**src/rtl/tmr16_pkg.sv**
```systemverilog
// tmr16_pkg: shared constants for the 16-bit timer with input capture
// assumes: an 8-bit register port, one system clock
package tmr16_pkg;
  // byte register indices on the 8-bit port
  localparam logic [3:0] A_CNT_LO  = 4'h0;
  localparam logic [3:0] A_CNT_HI  = 4'h1;
  localparam logic [3:0] A_CMPA_LO = 4'h2;
  localparam logic [3:0] A_CMPA_HI = 4'h3;
  localparam logic [3:0] A_CMPB_LO = 4'h4;
  localparam logic [3:0] A_CMPB_HI = 4'h5;
  localparam logic [3:0] A_CAP_LO  = 4'h6;
  localparam logic [3:0] A_CAP_HI  = 4'h7;
  localparam logic [3:0] A_CTRL_A  = 4'h8;
  localparam logic [3:0] A_CTRL_B  = 4'h9;
  localparam logic [3:0] A_FLAGS   = 4'hA;
  localparam logic [3:0] A_CMPCTL  = 4'hB;
  // timer_ctrl_b fields
  localparam int B_CS_LSB   = 0;
  localparam int B_WGM_HI   = 3;
  localparam int B_EDGE     = 6;
  localparam int B_FILT     = 7;
  // flags register fields
  localparam int F_OVF      = 0;
  localparam int F_CAP      = 1;
  localparam int F_CAPIE    = 2;
  // comparator_ctrl field
  localparam int C_SRC      = 0;
  // filter length in system clocks
  localparam int FILT_LEN   = 4;
  // wave modes taking top from the capture register
  localparam logic [3:0] WM_CTC_CAP  = 4'hC;
  localparam logic [3:0] WM_FPWM_CAP = 4'hE;
  localparam logic [3:0] WM_PC_CAP   = 4'hA;
  localparam logic [15:0] MAX_VAL    = 16'hFFFF;
  // AXI4-Lite word offsets of the controller
  localparam logic [3:0] X_CMD  = 4'h0;
  localparam logic [3:0] X_STAT = 4'h4;
  localparam logic [1:0] RESP_OK  = 2'h0;
  localparam logic [1:0] RESP_ERR = 2'h2;
endpackage

```
**src/rtl/tmr16_if.sv**
```systemverilog
// tmr16_if: 8-bit register port between a bus master and the timer
// assumes: one access per cycle, read data combinational
`timescale 1ns/1ns
`default_nettype none
interface tmr16_if;
  logic [3:0] addr;
  logic       wr;
  logic       rd;
  logic [7:0] wdata;
  logic [7:0] rdata;
  logic       irq_ack;
  modport dev (input addr, wr, rd, wdata, irq_ack, output rdata);
  modport host (output addr, wr, rd, wdata, irq_ack, input rdata);
endinterface
`default_nettype wire

```
**src/rtl/tmr16_dev.sv**
```systemverilog
// tmr16_dev: 16-bit up/down timer with shared high-byte staging and capture
// assumes: timer_tick and capture inputs synchronous to CLK
`timescale 1ns/1ns
`default_nettype none
module tmr16_dev
  import tmr16_pkg::*;
(
  // clock and reset
  input  wire logic CLK,
  input  wire logic NRST,
  // register port
  tmr16_if.dev      BUS,
  // timing inputs
  input  wire logic TIMER_TICK,
  input  wire logic CAPTURE_PIN,
  input  wire logic COMPARATOR_OUT,
  // outputs
  output var  logic CAPTURE_IRQ,
  output var  logic OVERFLOW_IRQ,
  output var  logic [15:0] COUNT_VALUE
);
  ////////////////////////////////////////////////////////////////////////
  logic [7:0]  stage_q;
  logic [15:0] cnt_q, cmpa_q, cmpb_q, cap_q;
  logic [7:0]  ctla_q, ctlb_q, cmpctl_q;
  logic        ovf_q, capf_q, capie_q, down_q;
  logic [FILT_LEN-1:0] hist_q;
  logic        filt_q, lvl_q;

  wire logic [3:0] wmode = {ctlb_q[B_WGM_HI+1], ctlb_q[B_WGM_HI], ctla_q[1:0]};
  wire logic cap_top = (wmode == WM_CTC_CAP) || (wmode == WM_FPWM_CAP) ||
                       (wmode == WM_PC_CAP);
  wire logic running = (ctlb_q[B_CS_LSB+2:B_CS_LSB] != 3'h0);
  wire logic tick    = running && TIMER_TICK;
  wire logic wr_cnt  = BUS.wr && (BUS.addr == A_CNT_LO);
  wire logic wr_cap  = BUS.wr && (BUS.addr == A_CAP_LO) && cap_top;
  // top of count: capture or compare a in their modes, else fixed max
  wire logic [15:0] top = cap_top ? cap_q :
                          (wmode[3] || wmode == 4'h4) ? cmpa_q : MAX_VAL;
  wire logic pc_mode = (wmode == WM_PC_CAP) || (wmode[3:2] == 2'b10);
  wire logic ctc     = (wmode == 4'h4) || (wmode == WM_CTC_CAP);
  wire logic at_top  = (cnt_q == top);

  ////////////////////////////////////////////////////////////////////////
  // read mux; high bytes of counter and capture come from staging
  always_comb begin
    unique case (BUS.addr)
      A_CNT_LO:  BUS.rdata = cnt_q[7:0];
      A_CNT_HI:  BUS.rdata = stage_q;
      A_CMPA_LO: BUS.rdata = cmpa_q[7:0];
      A_CMPA_HI: BUS.rdata = cmpa_q[15:8];
      A_CMPB_LO: BUS.rdata = cmpb_q[7:0];
      A_CMPB_HI: BUS.rdata = cmpb_q[15:8];
      A_CAP_LO:  BUS.rdata = cap_q[7:0];
      A_CAP_HI:  BUS.rdata = stage_q;
      A_CTRL_A:  BUS.rdata = ctla_q;
      A_CTRL_B:  BUS.rdata = ctlb_q;
      A_FLAGS:   BUS.rdata = {5'h0, capie_q, capf_q, ovf_q};
      A_CMPCTL:  BUS.rdata = cmpctl_q;
      default:   BUS.rdata = 8'h00;
    endcase
  end

  ////////////////////////////////////////////////////////////////////////
  // staging register: written by any high write, loaded by counter and capture low reads
  always_ff @(posedge CLK) begin
    if (!NRST) stage_q <= 8'h00;
    else if (BUS.wr && BUS.addr[0] && BUS.addr < A_CTRL_A)
      stage_q <= BUS.wdata;
    else if (BUS.rd && BUS.addr == A_CNT_LO) stage_q <= cnt_q[15:8];
    else if (BUS.rd && BUS.addr == A_CAP_LO) stage_q <= cap_q[15:8];
  end

  // control and compare registers
  always_ff @(posedge CLK) begin
    if (!NRST) begin
      ctla_q <= 8'h00; ctlb_q <= 8'h00; cmpctl_q <= 8'h00;
      cmpa_q <= 16'h0000; cmpb_q <= 16'h0000; capie_q <= 1'b0;
    end else if (BUS.wr) begin
      if (BUS.addr == A_CTRL_A) ctla_q <= BUS.wdata;
      if (BUS.addr == A_CTRL_B) ctlb_q <= BUS.wdata;
      if (BUS.addr == A_CMPCTL) cmpctl_q <= BUS.wdata;
      if (BUS.addr == A_FLAGS)  capie_q <= BUS.wdata[F_CAPIE];
      if (BUS.addr == A_CMPA_LO) cmpa_q <= {stage_q, BUS.wdata};
      if (BUS.addr == A_CMPB_LO) cmpb_q <= {stage_q, BUS.wdata};
    end
  end

  ////////////////////////////////////////////////////////////////////////
  // counter; the cpu write wins over any tick in the same cycle
  always_ff @(posedge CLK) begin
    if (!NRST) begin
      cnt_q <= 16'h0000; down_q <= 1'b0;
    end else if (wr_cnt) cnt_q <= {stage_q, BUS.wdata};
    else if (tick) begin
      if (pc_mode) begin
        if (!down_q && at_top) begin
          down_q <= 1'b1; cnt_q <= cnt_q - 16'h0001;
        end else if (down_q && cnt_q == 16'h0000) begin
          down_q <= 1'b0; cnt_q <= cnt_q + 16'h0001;
        end else if (down_q) cnt_q <= cnt_q - 16'h0001;
        else cnt_q <= cnt_q + 16'h0001;
      end else begin
        down_q <= 1'b0;
        cnt_q  <= at_top ? 16'h0000 : cnt_q + 16'h0001;
      end
    end
  end

  // overflow: at max in normal/ctc, at top in pwm, at bottom in phase mode
  wire logic ovf_evt = tick && !wr_cnt && (pc_mode ?
                       (down_q && cnt_q == 16'h0001) :
                       (ctc ? (cnt_q == MAX_VAL) : at_top));
  wire logic ovf_clr = BUS.wr && BUS.addr == A_FLAGS && BUS.wdata[F_OVF];
  always_ff @(posedge CLK) begin
    if (!NRST) ovf_q <= 1'b0;
    else if (ovf_evt) ovf_q <= 1'b1;           // set beats clear
    else if (ovf_clr) ovf_q <= 1'b0;
  end

  ////////////////////////////////////////////////////////////////////////
  // capture source, filter and edge detector
  wire logic src = cmpctl_q[C_SRC] ? COMPARATOR_OUT : CAPTURE_PIN;
  wire logic all1 = &hist_q;
  wire logic all0 = ~|hist_q;
  always_ff @(posedge CLK) begin
    if (!NRST) begin
      hist_q <= '0; filt_q <= 1'b0; lvl_q <= 1'b0;
    end else begin
      hist_q <= {hist_q[FILT_LEN-2:0], src};
      if (all1) filt_q <= 1'b1;
      else if (all0) filt_q <= 1'b0;
      lvl_q <= ctlb_q[B_FILT] ? filt_q : src;
    end
  end
  wire logic cur  = ctlb_q[B_FILT] ? filt_q : src;
  // capture is off while the capture register defines top
  wire logic cap_evt = !cap_top && (ctlb_q[B_EDGE] ? (cur && !lvl_q)
                                                   : (!cur && lvl_q));
  wire logic capf_clr = BUS.irq_ack ||
                        (BUS.wr && BUS.addr == A_FLAGS && BUS.wdata[F_CAP]);

  always_ff @(posedge CLK) begin
    if (!NRST) cap_q <= 16'h0000;
    else if (wr_cap) cap_q <= {stage_q, BUS.wdata};
    else if (cap_evt) cap_q <= cnt_q;
  end
  always_ff @(posedge CLK) begin
    if (!NRST) capf_q <= 1'b0;
    else if (cap_evt) capf_q <= 1'b1;
    else if (capf_clr) capf_q <= 1'b0;
  end

  assign CAPTURE_IRQ  = capf_q && capie_q;
  assign OVERFLOW_IRQ = ovf_q;
  assign COUNT_VALUE  = cnt_q;
endmodule
`default_nettype wire

```
**src/flat_wrapper.sv**
```systemverilog
// flat-port wrapper written by rule: the top's interface ports become plain ports
module tmr16_dev_flat import tmr16_pkg::*;
  (CLK, NRST, TIMER_TICK, CAPTURE_PIN, COMPARATOR_OUT, CAPTURE_IRQ, OVERFLOW_IRQ, COUNT_VALUE, BUS_addr, BUS_wr, BUS_rd, BUS_wdata, BUS_irq_ack, BUS_rdata);
  tmr16_if BUS_i ();
  input  wire logic CLK;
  input  wire logic NRST;
  input  wire logic TIMER_TICK;
  input  wire logic CAPTURE_PIN;
  input  wire logic COMPARATOR_OUT;
  output var  logic CAPTURE_IRQ;
  output var  logic OVERFLOW_IRQ;
  output var  logic [15:0] COUNT_VALUE;
  input wire logic [$bits(BUS_i.addr)-1:0] BUS_addr;
  input wire logic [$bits(BUS_i.wr)-1:0] BUS_wr;
  input wire logic [$bits(BUS_i.rd)-1:0] BUS_rd;
  input wire logic [$bits(BUS_i.wdata)-1:0] BUS_wdata;
  input wire logic [$bits(BUS_i.irq_ack)-1:0] BUS_irq_ack;
  output wire logic [$bits(BUS_i.rdata)-1:0] BUS_rdata;
  assign BUS_i.addr = BUS_addr;
  assign BUS_i.wr = BUS_wr;
  assign BUS_i.rd = BUS_rd;
  assign BUS_i.wdata = BUS_wdata;
  assign BUS_i.irq_ack = BUS_irq_ack;
  assign BUS_rdata = BUS_i.rdata;
  tmr16_dev u_core (.CLK(CLK), .NRST(NRST), .BUS(BUS_i), .TIMER_TICK(TIMER_TICK), .CAPTURE_PIN(CAPTURE_PIN), .COMPARATOR_OUT(COMPARATOR_OUT), .CAPTURE_IRQ(CAPTURE_IRQ), .OVERFLOW_IRQ(OVERFLOW_IRQ), .COUNT_VALUE(COUNT_VALUE));
endmodule
```
**config.mk**
```make
export PLATFORM = sky130hd
export DESIGN_NAME = tmr16_dev_flat
export DESIGN_NICKNAME = d
export VERILOG_FILES = /design/src/rtl/tmr16_pkg.sv /design/src/rtl/tmr16_if.sv /design/src/rtl/tmr16_dev.sv /design/src/flat_wrapper.sv
export SDC_FILE = /design/constraint.sdc
export NUM_CORES = 1
export LEC_CHECK = 0
export ABC_AREA = 1
export BUFFER_PORTS_ARGS = -buffer_cell sky130_fd_sc_hd__buf_2
export CORE_ASPECT_RATIO = 1.2
export CORE_MARGIN = 2
export CORE_UTILIZATION = 30
export DETAILED_ROUTE_END_ITERATION = 12
export PLACE_DENSITY = 0.42
export SLEW_MARGIN = 20
export SYNTH_ARGS = -nofsm -noshare
export SYNTH_HDL_FRONTEND = slang
export SYNTH_SLANG_ARGS = --single-unit
```
**constraint.sdc**
```tcl
create_clock -name CLK -period 3.2 [get_ports CLK]
set_input_delay 0.96 -clock CLK [delete_from_list [all_inputs] [get_ports CLK]]
set_output_delay 0.96 -clock CLK [all_outputs]
set_load 0.02 [all_outputs]
```
==> reports/results.md, run 1 <==
## Run status
• **result of the run** complete, no violations

## Setup path
• **register-to-register path setup slack** 0.45 ns
• **crit start category** primary input
• **endpoint of the worst-slack reg-to-reg timing path** u_core.COUNT_VALUE[1]
• **Arr. time, crit path** 2.18 ns
• **Worst path slowest cell** sky130_fd_sc_hd__a221oi_2
• **Worst Setup End Kind** output pin
• **start of the worst register-to-register path** u_core.ctlb_q[4]
• **maximum fanout count along the critical path** 5
• **cell seen most often among critical-path stages** sky130_fd_sc_hd__buf_4
• **worst path required time** 2.24 ns
• **classification of the worst setup path** in2out
• **top cell family by delay on the critical path** buffers and inverters
• **number of cell instances on the worst register-to-register path** 16
• **sum of buffers and inverters on the critical path** 6
• **critical path cell sequence** buf_2 -> inv_1 -> nor2_1 -> inv_1 -> buf_4 -> nor2_4 -> buf_4 -> a221oi_2 -> nand3_1 -> buf_4
• **delay of the slowest cell on the worst path** 0.26 ns

## Drt
• **final routed DRC violation total** 0
• **total wirelength of the detailed-routed design** 26,200 µm
• **Iter 0 DRT Violations** 407
• **post-route antenna net violation count** 0
• **Vias** 6,816
• **detailed-route wire length per cell** 19.7 µm
• **total iterations of the first detailed-routing run** 5
• **via-per-instance ratio** 5.13

## Finish
• **post-route non-filler standard cell count** 1,328
• **area taken by flip-flops and latches** 2120 µm²
• **area taken by multi-input logic gates** 3650 µm²
• **share of layout cells above drive strength 1** 15.5%
• **fin util** 36.2%
• **area added between synthesis and finish** 17.8%
• **top library cells by usage in the layout, fill and taps aside** sky130_fd_sc_hd__nand2_1 (177), sky130_fd_sc_hd__inv_1 (136), sky130_fd_sc_hd__dfxtp_1 (106), sky130_fd_sc_hd__a21oi_1 (97), sky130_fd_sc_hd__nand3_1 (85)
• **fill cell count** 2,343
• **count of nets after finishing** 1,077
• **area of all placed cells without fillers** 7610 µm²
• **Diodes inserted** 0
• **most common cell after layout, fill and taps aside** sky130_fd_sc_hd__nand2_1

## GRT
• **first-pass GRT wire length** 39,800 µm
• **number of antenna violations at the first check in global routing** 0
• **global route total overflow** 0
• **via count of the first global-routing pass** 6,438
• **overall track demand over capacity in global routing** 23.7%
• **largest net degree at the start of global routing** 66

## Hold path
• **capture endpoint of the worst hold path** u_core.hist_q[2]
• **min-delay src** u_core.hist_q[1]
• **cell count of the worst hold path** 2
• **Hold Crit Class** reg2reg

## Pwr
• **Power Dens Cells** 390 nW/µm²
• **combinational fraction of design power** 12.8%
• **total leakage power** 3.14 nW
• **switching portion of total power** 30.8%
• **portion of total power attributed to the clock network** 40.1%
• **worst-case vdd ir drop** 0.000247 V
• **Cell Int Power** 2.05 mW
• **power dissipated by switching net loads** 915 µW
• **sequential fraction of design power** 47.1%

## Synthesis
• **synthesized netlist net count** 1,026
• **sequential fraction of the synthesis area** 32.9%
• **cell area after technology mapping** 6460 µm²
• **Yosys top cell by area** sky130_fd_sc_hd__dfxtp_1
• **fraction of registers with async set/reset** 0%
• **most area-consuming cells after synthesis** sky130_fd_sc_hd__dfxtp_1 (33%), sky130_fd_sc_hd__nand2_1 (10%), sky130_fd_sc_hd__inv_1 (8.4%)
• **count of flip-flops with a built-in enable after synthesis** 0
• **Main synth FF type** sky130_fd_sc_hd__dfxtp_1
• **area fraction of the dominant cell type after synthesis** 32.9%
• **synthesized netlist cell count** 1,002
• **average footprint of a synthesized cell** 6.44 µm²
• **Yosys reg bits** 106
• **Yosys warnings** 0
• **number of distinct library cell variants in the gate-level netlist after synthesis** 40

## STA
• **final critical-path share of the clock period** 98.0%
• **shortest period the worst path allows** 3.14 ns
• **PnR worst setup slack** 0.0630 ns
• **setup repair after global routing missed its margin** yes
• **measured slew at the worst slew-check pin** 0.803 ns
• **relative max-transition margin** 45.9%
• **FMAX** 319 MHz
• **Finish-stage setup viols** 0
• **Fin Setup TNS** 0 ns
• **final hold viol count** 0
• **number of max-slew violations in the final report** 0
• **worst clock skew on the final layout** 0.00909 ns

## Clock tree
• **Reg clk slew, reported paths** 0.08 ns
• **buffers from clock root to sink, at most** 2
• **level count of the clock H-tree** 3
• **total CTS buffers** 9
• **total number of clock tree sinks** 106
• **clock tree root buffer cell** sky130_fd_sc_hd__clkbuf_16
• **CTS tree** done
• **worst skew pair latency** 0.37 ns

## Run
• **Max Cap Viol** 0

## Die
• **Placeable Area** 21,000 µm²
• **overall die width** 138 µm
• **starting density of the core** 30.7%
• **number of cell rows** 58
• **overall die area** 22,700 µm²
• **chip height** 165 µm
• **total I/O pin count** 46

## Placement
• **number of instances in the placed design** 1,311
• **placed instance area** 7130 µm²
• **routability congestion estimate from global placement** 0.866
• **number of port buffers** 45
• **pre-CTS worst setup slack** -0.0993 ns
• **HPWL after detailed placement** 19,800 µm

## worst max path at each step
| stage | endpoint | slack (ns) | cells past startpoint | from |
|---|---|---|---|---|
| after floorplan | BUS_rdata[4] | 0.29 | 8 | BUS_addr[3] |
| after global placement | BUS_rdata[7] | -0.05 | 9 | BUS_addr[1] |
| after detailed placement | BUS_rdata[7] | -0.1 | 9 | BUS_addr[3] |
| after CTS | BUS_rdata[7] | 0.006 | 10 | BUS_addr[0] |
| after global routing | BUS_rdata[5] | -0.04 | 10 | BUS_addr[0] |
| final | BUS_rdata[5] | 0.06 | 10 | BUS_addr[0] |
## worst min-delay path: stages, from the launching register on
cell and delay (ns):
sky130_fd_sc_hd__dfxtp_1 0.32, sky130_fd_sc_hd__nand2_1 0.05, sky130_fd_sc_hd__inv_1 0.04
## what timing repair did
item	in CTS	in global routing
buffers inserted	0	1
gates resized for setup	2	44
setup endpoints to repair	5	8
hold buffers	0	0
pin swaps	0	6
## power by group through the flow
stage | Clock, mW | Sequential (mW) | Combinational [mW]
finish | 1.19 | 1.40 | 0.380
global route | 1.27 | 1.40 | 0.422
CTS | 1.21 | 1.40 | 0.369
floorplan | 0 | 1.41 | 0.218
global placement | 0 | 1.43 | 0.369
detailed placement | 0 | 1.43 | 0.367
## cell usage after synthesis, drive strengths merged (11+ instances only)
master and instances:
nand2 180, inv 154, dfxtp 106, a21oi 97
nor2 93, nand3 92, o21ai 70, o22ai 40
clkbuf 36, xor2 20, a211oi 18, nand4 16
buf 12, o211ai 12, a221oi 11
## state kept, by name (all words and copies together), names as in the netlist, 4 cells and up
name and flops:
u_core.ctla_q 8, u_core.cap_q 16, u_core.cmpa_q 16, u_core.hist_q 4, u_core.cmpctl_q 8, u_core.ctlb_q 8, u_core.stage_q 8, u_core.COUNT_VALUE 16
u_core.cmpb_q 16
## kinds of logic (layout without fill, tap and decap cells)
family,count (synthesis),after routing,synth area share [%]
xor gates and xnor gates,21,21,2.85
AOI/OAI and AO/OA,254,254,22.5
buffers and inverters,210,266,12.7
muxes,1,1,0.155
DFF,106,106,32.9
and+or+nand+nor,406,406,28.1
adders and majority gates,4,4,0.775
## area by class of cell
type,instances,area share (%)
clock inverters,6,0.888
repair buffers,88,7.61
well taps,270,4.44
multi-input cells,686,48.0
clock buffers,10,3.14
flip-flops and latches,106,27.9
inverters,162,8.06
## stage by stage
stage                     hold WS, ns  total power, mW
after floorplan                 0.420             1.63
after global placement          0.428             1.80
after detailed placement        0.438             1.79
after CTS                       0.450             2.97
after global routing            0.460             3.09
final                           0.445             2.97
## metal layers
metal	GRT usage [%]	share of wire [%]	vias to the layer above
met2	41.2	49	178
met4	7.56	2.6	0
met1	30.5	44	3174
met5	0	0	-
met3	2.39	3.8	41
li1	-	-	3423
(Power assumes the default switching activity.)
==> run 2: changes to the inputs <==
Settings changed: ABC_AREA 1 to not set, GPL_TIMING_DRIVEN set to 0.
==> run 2 against run 1 <==
Effect of this change: the run now ends with setup timing left; synthesized area up 1.8%; critical path depth up 4; total power about the same; first-iteration DRC count up 65%; global-route usage up 3.5 points; largest power group unchanged; synthesized cell count down 12%; clock power up 5%.
==> reports/results.md, run 2 <==
## Clock tree
• **buffers from clock root to sink, at most** 2, unchanged
• **level count of the clock H-tree** 3, unchanged
• **Reg clk slew, reported paths** 0.08 ns, about the same
• **clock tree root buffer cell** sky130_fd_sc_hd__clkbuf_16
• **CTS tree** done
• **worst skew pair latency** 0.37 ns, about the same
• **total number of clock tree sinks** 106, unchanged
• **total CTS buffers** 9, unchanged

## Finish
• **post-route non-filler standard cell count** 1,243, -6.4%
• **share of layout cells above drive strength 1** 21.6%, +6.1 points
• **area taken by flip-flops and latches** 2130 µm², +0.35%
• **most common cell after layout, fill and taps aside** sky130_fd_sc_hd__nand2_1
• **Diodes inserted** 0, unchanged
• **fill cell count** 2,287, -2.4%
• **area taken by multi-input logic gates** 4410 µm², +21%
• **top library cells by usage in the layout, fill and taps aside** sky130_fd_sc_hd__nand2_1 (111), sky130_fd_sc_hd__dfxtp_1 (100), sky130_fd_sc_hd__nor2_1 (86), sky130_fd_sc_hd__a21oi_1 (81), sky130_fd_sc_hd__mux2i_1 (51)
• **count of nets after finishing** 988, -8.3%
• **area added between synthesis and finish** 27.6%
• **fin util** 38.8%, +2.6 points

## Placement
• **number of instances in the placed design** 1,186, -9.5%
• **pre-CTS worst setup slack** -0.644 ns, -0.545 ns
• **routability congestion estimate from global placement** 0.986, +14%
• **HPWL after detailed placement** 23,100 µm, +17%
• **number of port buffers** 34, -24%

## GRT
• **global-route track usage on met3** 3.40%, +1.0 points
• **number of antenna violations at the first check in global routing** 0, unchanged
• **global route total overflow** 0, unchanged
• **via count of the first global-routing pass** 6,997, +8.7%
• **met1 Track Usage GR** 34.9%, +4.3 points
• **overall track demand over capacity in global routing** 27.2%, +3.5 points
• **largest net degree at the start of global routing** 20, -70%
• **Global Route met2 Usage** 46.3%, +5.2 points
• **first-pass GRT wire length** 47,200 µm, +19%
• **busiest layer in global routing** met2

## Synthesis
• **number of distinct library cell variants in the gate-level netlist after synthesis** 62, +55%
• **Yosys reg bits** 106, unchanged
• **Yosys top cell by area** sky130_fd_sc_hd__dfxtp_1
• **Main synth FF type** sky130_fd_sc_hd__dfxtp_1
• **sequential fraction of the synthesis area** 32.3%, -0.57 points
• **synthesized netlist net count** 901, -12%
• **most frequent cell after synthesis** sky130_fd_sc_hd__nand2_1
• **area fraction of the dominant cell type after synthesis** 32.3%, -0.57 points
• **synthesized netlist cell count** 877, -12%
• **cell area after technology mapping** 6570 µm², +1.8%
• **count of flip-flops with a built-in enable after synthesis** 0, unchanged
• **most used standard cells in the synthesized netlist** sky130_fd_sc_hd__nand2_1 (116), sky130_fd_sc_hd__dfxtp_1 (106), sky130_fd_sc_hd__nor2_1 (94), sky130_fd_sc_hd__a21oi_1 (86), sky130_fd_sc_hd__clkbuf_1 (53)
• **most area-consuming cells after synthesis** sky130_fd_sc_hd__dfxtp_1 (32%), sky130_fd_sc_hd__mux2i_1 (7.8%), sky130_fd_sc_hd__nand2_1 (6.6%)
• **average footprint of a synthesized cell** 7.49 µm², +16%
• **fraction of registers with async set/reset** 0%, unchanged
• **Yosys warnings** 0, unchanged

## STA
• **PnR worst setup slack** -0.0373 ns, -0.100 ns
• **worst clock skew on the final layout** 0.0109 ns, +0.00183 ns
• **measured slew at the worst slew-check pin** 0.986 ns, +0.183 ns
• **Worst Hold Margin** 0.462 ns, +0.0174 ns
• **Finish-stage setup viols** 5, +5
• **number of max-slew violations in the final report** 0, unchanged
• **shortest period the worst path allows** 3.24 ns, +0.100 ns
• **relative max-transition margin** 34.0%, -12 points
• **Fin Setup TNS** -0.0835 ns, -0.0835 ns
• **final critical-path share of the clock period** 101%, +3.1 points
• **final hold viol count** 0, unchanged
• **setup repair after global routing missed its margin** yes
• **FMAX** 309 MHz, -3.1%

## Run
• **Max Cap Viol** 0, unchanged

## Setup path
• **delay of the slowest cell on the worst path** 0.38 ns, +0.12 ns
• **Worst Setup End Kind** flop
• **worst path required time** 3.41 ns, +1.17 ns
• **Worst path slowest cell** sky130_fd_sc_hd__o41ai_2
• **classification of the worst setup path** reg2reg
• **Arr. time, crit path** 3.45 ns, +1.27 ns
• **maximum fanout count along the critical path** 10, +5
• **critical path cell sequence** buf_4 -> and2b_4 -> a31oi_2 -> o41ai_2 -> nand3_1 -> or3_1 -> buf_6 -> o31a_1 -> buf_6 -> buf_8 -> buf_12 -> buf_6 -> a21oi_1 -> a221oi_1
• **sum of buffers and inverters on the critical path** 6, unchanged
• **top cell family by delay on the critical path** compound AO/OA/AOI/OAI gates
• **cell seen most often among critical-path stages** sky130_fd_sc_hd__buf_6
• **crit start category** flop

## Die
• **number of cell rows** 59, +1.7%
• **overall die area** 23,100 µm², +1.7%
• **overall die width** 139 µm, +0.85%
• **Placeable Area** 21,600 µm², +2.8%
• **starting density of the core** 30.4%, -0.30 points
• **total I/O pin count** 46, unchanged
• **chip height** 166 µm, +0.86%

## Drt
• **total iterations of the first detailed-routing run** 7, +2
• **final routed DRC violation total** 0, unchanged
• **post-route antenna net violation count** 0, unchanged
• **via-per-instance ratio** 6.00, +17%
• **Iter 0 DRT Violations** 672, +65%
• **Vias** 7,457, +9.4%
• **detailed-route wire length per cell** 26.1 µm, +32%
• **total wirelength of the detailed-routed design** 32,400 µm, +24%

## Pwr
• **total leakage power** 2.95 nW, -6.0%
• **Power Dens Cells** 354 nW/µm², -9.3%
• **worst-case vdd ir drop** 0.000241 V, -2.3%

## Hold path
• **Hold Crit Class** reg2reg

## Run status
• **result of the run** finished, violations left
• **violations in the final reports** setup timing

## run 2: final timing paths
kind         slack (ns)                    end              from  cells after the start
max reg2reg       -0.04  u_core.COUNT_VALUE[7]  u_core.ctla_q[0]                     14
min reg2reg        0.46       u_core.cmpb_q[0]  u_core.cmpb_q[0]                      2
max               -0.04  u_core.COUNT_VALUE[7]  u_core.ctla_q[0]                     14
min                0.46       u_core.cmpb_q[0]  u_core.cmpb_q[0]                      2
## run 2: per-layer routing
| layer | share of wire, % | vias up |
|---|---|---|
| met2 | 48 | 368 |
| met4 | 4.6 | 0 |
| met5 | 0 | - |
| met3 | 6.2 | 91 |
| li1 | - | 3401 |
| met1 | 42 | 3597 |
## run 2: metrics by stage
step	cell area, µm²	total power [mW]
after floorplan	6590	1.55
after global placement	7100	1.67
after detailed placement	7120	1.67
after CTS	7910	2.93
after global routing	8390	3.04
final	8390	2.97
## run 2: final cells by class
class                           count  area share (%)
Buffer                             62            5.25
Clock buffer                       10            2.73
Clock inverter                      6           0.999
Inverter                           27            1.28
Multi-Input combinational cell    676            52.5
Sequential cell                   106            25.4
Tap cell                          274            4.09
Timing Repair Buffer               82            7.74
## run 2: what timing repair did
item                                    4_1_cts  5_1_grt
pin swaps                                    16       35
endpoints found under the setup margin       35       32
buffers inserted                             23       23
gates cloned                                  0        2
hold buffers                                  0        0
gates resized for setup                      90       72
## run 2: cell families (layout without fill, tap and decap cells)
kind of cell	Yosys count	count (layout)	synth area share, %
adder cells (fa/ha/maj)	4	4	0.762
XOR/XNOR	8	8	1.07
multiplexers	56	56	8.63
AO/OA/AOI/OAI	255	255	26.3
buffers and inverters	95	187	6.00
flip-flops	106	106	32.3
AND/OR/NAND/NOR	353	353	25.0
## run 2: power by group
group          leakage [nW]  switching (mW)  internal (mW)
Sequential            0.859          0.0208           1.33
Combinational          1.94           0.238          0.129
Clock                 0.153           0.618          0.631
## run 2: worst min-delay path: cells and delay by family (launching register included)
kind             cells  cell delay (ns)
AND/OR/NAND/NOR      1             0.05
flip-flops           1             0.32
AO/OA/AOI/OAI        1             0.05
==> run 3: changes to the inputs <==
==> constraint.sdc (replaced) <==
create_clock -name CLK -period 3.2 [get_ports CLK]
set_input_delay 0.96 -clock CLK [delete_from_list [all_inputs] [get_ports CLK]]
set_output_delay 0.96 -clock CLK [all_outputs]
set_load 0.01 [all_outputs]
==> run 3 against run 2 <==
Effect of this change: the run now ends clean; register-to-register slack improved by 0.06 ns; clock power decreased by 3%; core utilization fell by 1.2 points; combinational power decreased by 5.7%; wire length down 0.39%; hold slack worse by 0.0034 ns.
==> reports/results.md, run 3 (synthesis results as in run 2) <==
## STA
• **Finish-stage setup viols** 0, -5
• **worst clock skew on the final layout** 0.0118 ns, +0.000859 ns
• **final hold viol count** 0, unchanged
• **setup repair after global routing missed its margin** yes
• **final critical-path share of the clock period** 99.8%, -1.4 points
• **number of max-slew violations in the final report** 0, unchanged
• **Worst Hold Margin** 0.459 ns, -0.00335 ns
• **measured slew at the worst slew-check pin** 0.971 ns, -0.0155 ns
• **PnR worst setup slack** 0.00703 ns, +0.0443 ns
• **relative max-transition margin** 34.7%, +0.72 points
• **shortest period the worst path allows** 3.19 ns, -0.0443 ns
• **FMAX** 313 MHz, +1.4%

## GRT
• **first-pass GRT wire length** 46,500 µm, -1.5%
• **via count of the first global-routing pass** 6,972, -0.36%
• **overall track demand over capacity in global routing** 26.8%, -0.38 points
• **global route total overflow** 0, unchanged
• **largest net degree at the start of global routing** 21, +5.0%
• **number of antenna violations at the first check in global routing** 0, unchanged

## Finish
• **area taken by flip-flops and latches** 2130 µm², about the same
• **area taken by multi-input logic gates** 4290 µm², -2.6%
• **top library cells by usage in the layout, fill and taps aside** sky130_fd_sc_hd__nand2_1 (113), sky130_fd_sc_hd__dfxtp_1 (101), sky130_fd_sc_hd__nor2_1 (87), sky130_fd_sc_hd__a21oi_1 (84), sky130_fd_sc_hd__mux2i_1 (49)
• **area added between synthesis and finish** 23.7%
• **most common cell after layout, fill and taps aside** sky130_fd_sc_hd__nand2_1
• **share of layout cells above drive strength 1** 19.4%, -2.2 points
• **Diodes inserted** 0, unchanged
• **count of nets after finishing** 980, -0.81%
• **fill cell count** 2,308, +0.92%

## Hold path
• **Hold Crit Class** reg2reg

## Clock tree
• **Reg clk slew, reported paths** 0.08 ns, about the same
• **level count of the clock H-tree** 3, unchanged
• **total number of clock tree sinks** 106, unchanged
• **total CTS buffers** 9, unchanged
• **clock tree root buffer cell** sky130_fd_sc_hd__clkbuf_16
• **buffers from clock root to sink, at most** 2, unchanged
• **worst skew pair latency** 0.38 ns, about the same
• **number of hold buffers added after cts** 0, unchanged
• **CTS tree** done

## Setup path
• **delay of the slowest cell on the worst path** 0.27 ns, -0.11 ns
• **classification of the worst setup path** in2out
• **Arr. time, crit path** 2.23 ns, -1.22 ns
• **Worst Setup End Kind** output pin
• **worst path required time** 2.24 ns, -1.17 ns
• **maximum fanout count along the critical path** 8, -2
• **crit start category** primary input
• **critical path cell sequence** buf_6 -> buf_8 -> buf_4 -> mux2i_2 -> o21ai_1 -> a221oi_2 -> o221ai_1 -> buf_2
• **Worst path slowest cell** sky130_fd_sc_hd__a221oi_2
• **sum of buffers and inverters on the critical path** 4, -2
• **top cell family by delay on the critical path** compound AO/OA/AOI/OAI gates
• **register-to-register path setup slack** 0.02 ns, +0.06 ns

## Placement
• **routability congestion estimate from global placement** 0.984, -0.23%
• **HPWL after detailed placement** 23,000 µm, -0.26%
• **number of port buffers** 34, unchanged
• **pre-CTS worst setup slack** -0.774 ns, -0.130 ns

## Die
• **Placeable Area** 21,600 µm², unchanged
• **total I/O pin count** 46, unchanged
• **number of cell rows** 59, unchanged
• **overall die area** 23,100 µm², unchanged
• **chip height** 166 µm, unchanged
• **overall die width** 139 µm, unchanged
• **starting density of the core** 30.4%, unchanged

## Run status
• **result of the run** complete, no violations

## Drt
• **Vias** 7,462, +0.067%
• **final routed DRC violation total** 0, unchanged
• **detailed-route wire length per cell** 26.1 µm, +0.26%
• **via-per-instance ratio** 6.04, +0.72%
• **total wirelength of the detailed-routed design** 32,300 µm, -0.39%
• **total iterations of the first detailed-routing run** 6, -1
• **post-route antenna net violation count** 0, unchanged
• **Iter 0 DRT Violations** 678, +0.89%

## Pwr
• **total leakage power** 2.81 nW, -4.8%
• **Cell Int Power** 2.03 mW, -3.2%
• **worst-case vdd ir drop** 0.000245 V, +1.8%
• **switching portion of total power** 30.2%, +0.68 points
• **portion of total power attributed to the clock network** 41.5%, -0.6 points
• **sequential fraction of design power** 46.6%, +1.1 points
• **combinational fraction of design power** 11.9%, -0.5 points
• **Power Dens Cells** 357 nW/µm², +0.91%
• **power dissipated by switching net loads** 877 µW, about the same

## Run
• **Max Cap Viol** 0, unchanged

-- run 3: final timing paths --
kind	cells after the start	from	endpoint
max	8	BUS_addr[3]	BUS_rdata[0]
min reg2reg	1	u_core.hist_q[1]	u_core.hist_q[2]
max reg2reg	12	u_core.COUNT_VALUE[7]	u_core.COUNT_VALUE[11]
min	1	u_core.hist_q[1]	u_core.hist_q[2]
-- run 3: layout make-up --
cell class,instances,share of cell area (%)
sequential,106,26.2
clock inverter,6,0.862
inverter,27,1.32
tap,274,4.22
multi-input combinational,676,52.8
timing repair buffer,73,6.13
buffer,63,5.56
clock buffer,10,2.94
-- run 3: power by group through the flow --
stage	combinational [mW]	clock (mW)	sequential [mW]
after global routing	0.363	1.25	1.35
after floorplan	0.172	0	1.37
after detailed placement	0.280	0	1.38
final	0.346	1.21	1.35
after CTS	0.316	1.22	1.35
after global placement	0.282	0	1.38
-- run 3: metrics by stage --
stage | power [mW] | util, % | area [µm²] | TNS, ns | std cells
2_1_floorplan | 1.54 | - | 6580 | 0 | 877
6_report | 2.90 | 37.6 | 8130 | 0 | 1235
4_1_cts | 2.89 | 36.4 | 7880 | -0.0338 | 1223
3_3_place_gp | 1.66 | 32.8 | 7100 | -29.79 | 1185
5_1_grt | 2.97 | 37.6 | 8130 | -0.235 | 1235
3_5_place_dp | 1.66 | 32.9 | 7110 | -22.97 | 1186
-- run 3: metal layers --
metal | global-route usage (%) | vias up | share of wire, %
met4 | 11.8 | 0 | 3.7
met3 | 3.11 | 64 | 6.1
met2 | 44.2 | 357 | 48
li1 | - | 3388 | -
met5 | 0 | - | 0
met1 | 35.4 | 3653 | 43
-- run 3: worst reg2reg max path, delay by kind of cell, from the launching register on --
kind	cells	cell delay, ns
DFF	1	0.31
and+or+nand+nor	4	1.06
AOI/OAI and AO/OA	4	0.99
buffers and inverters	4	0.70
-- run 3: timing repair --
item,4_1_cts,5_1_grt
pin swaps,23,22
cloned,1,0
buffers inserted,23,14
setup endpoints to repair,34,31
resized for setup,91,45
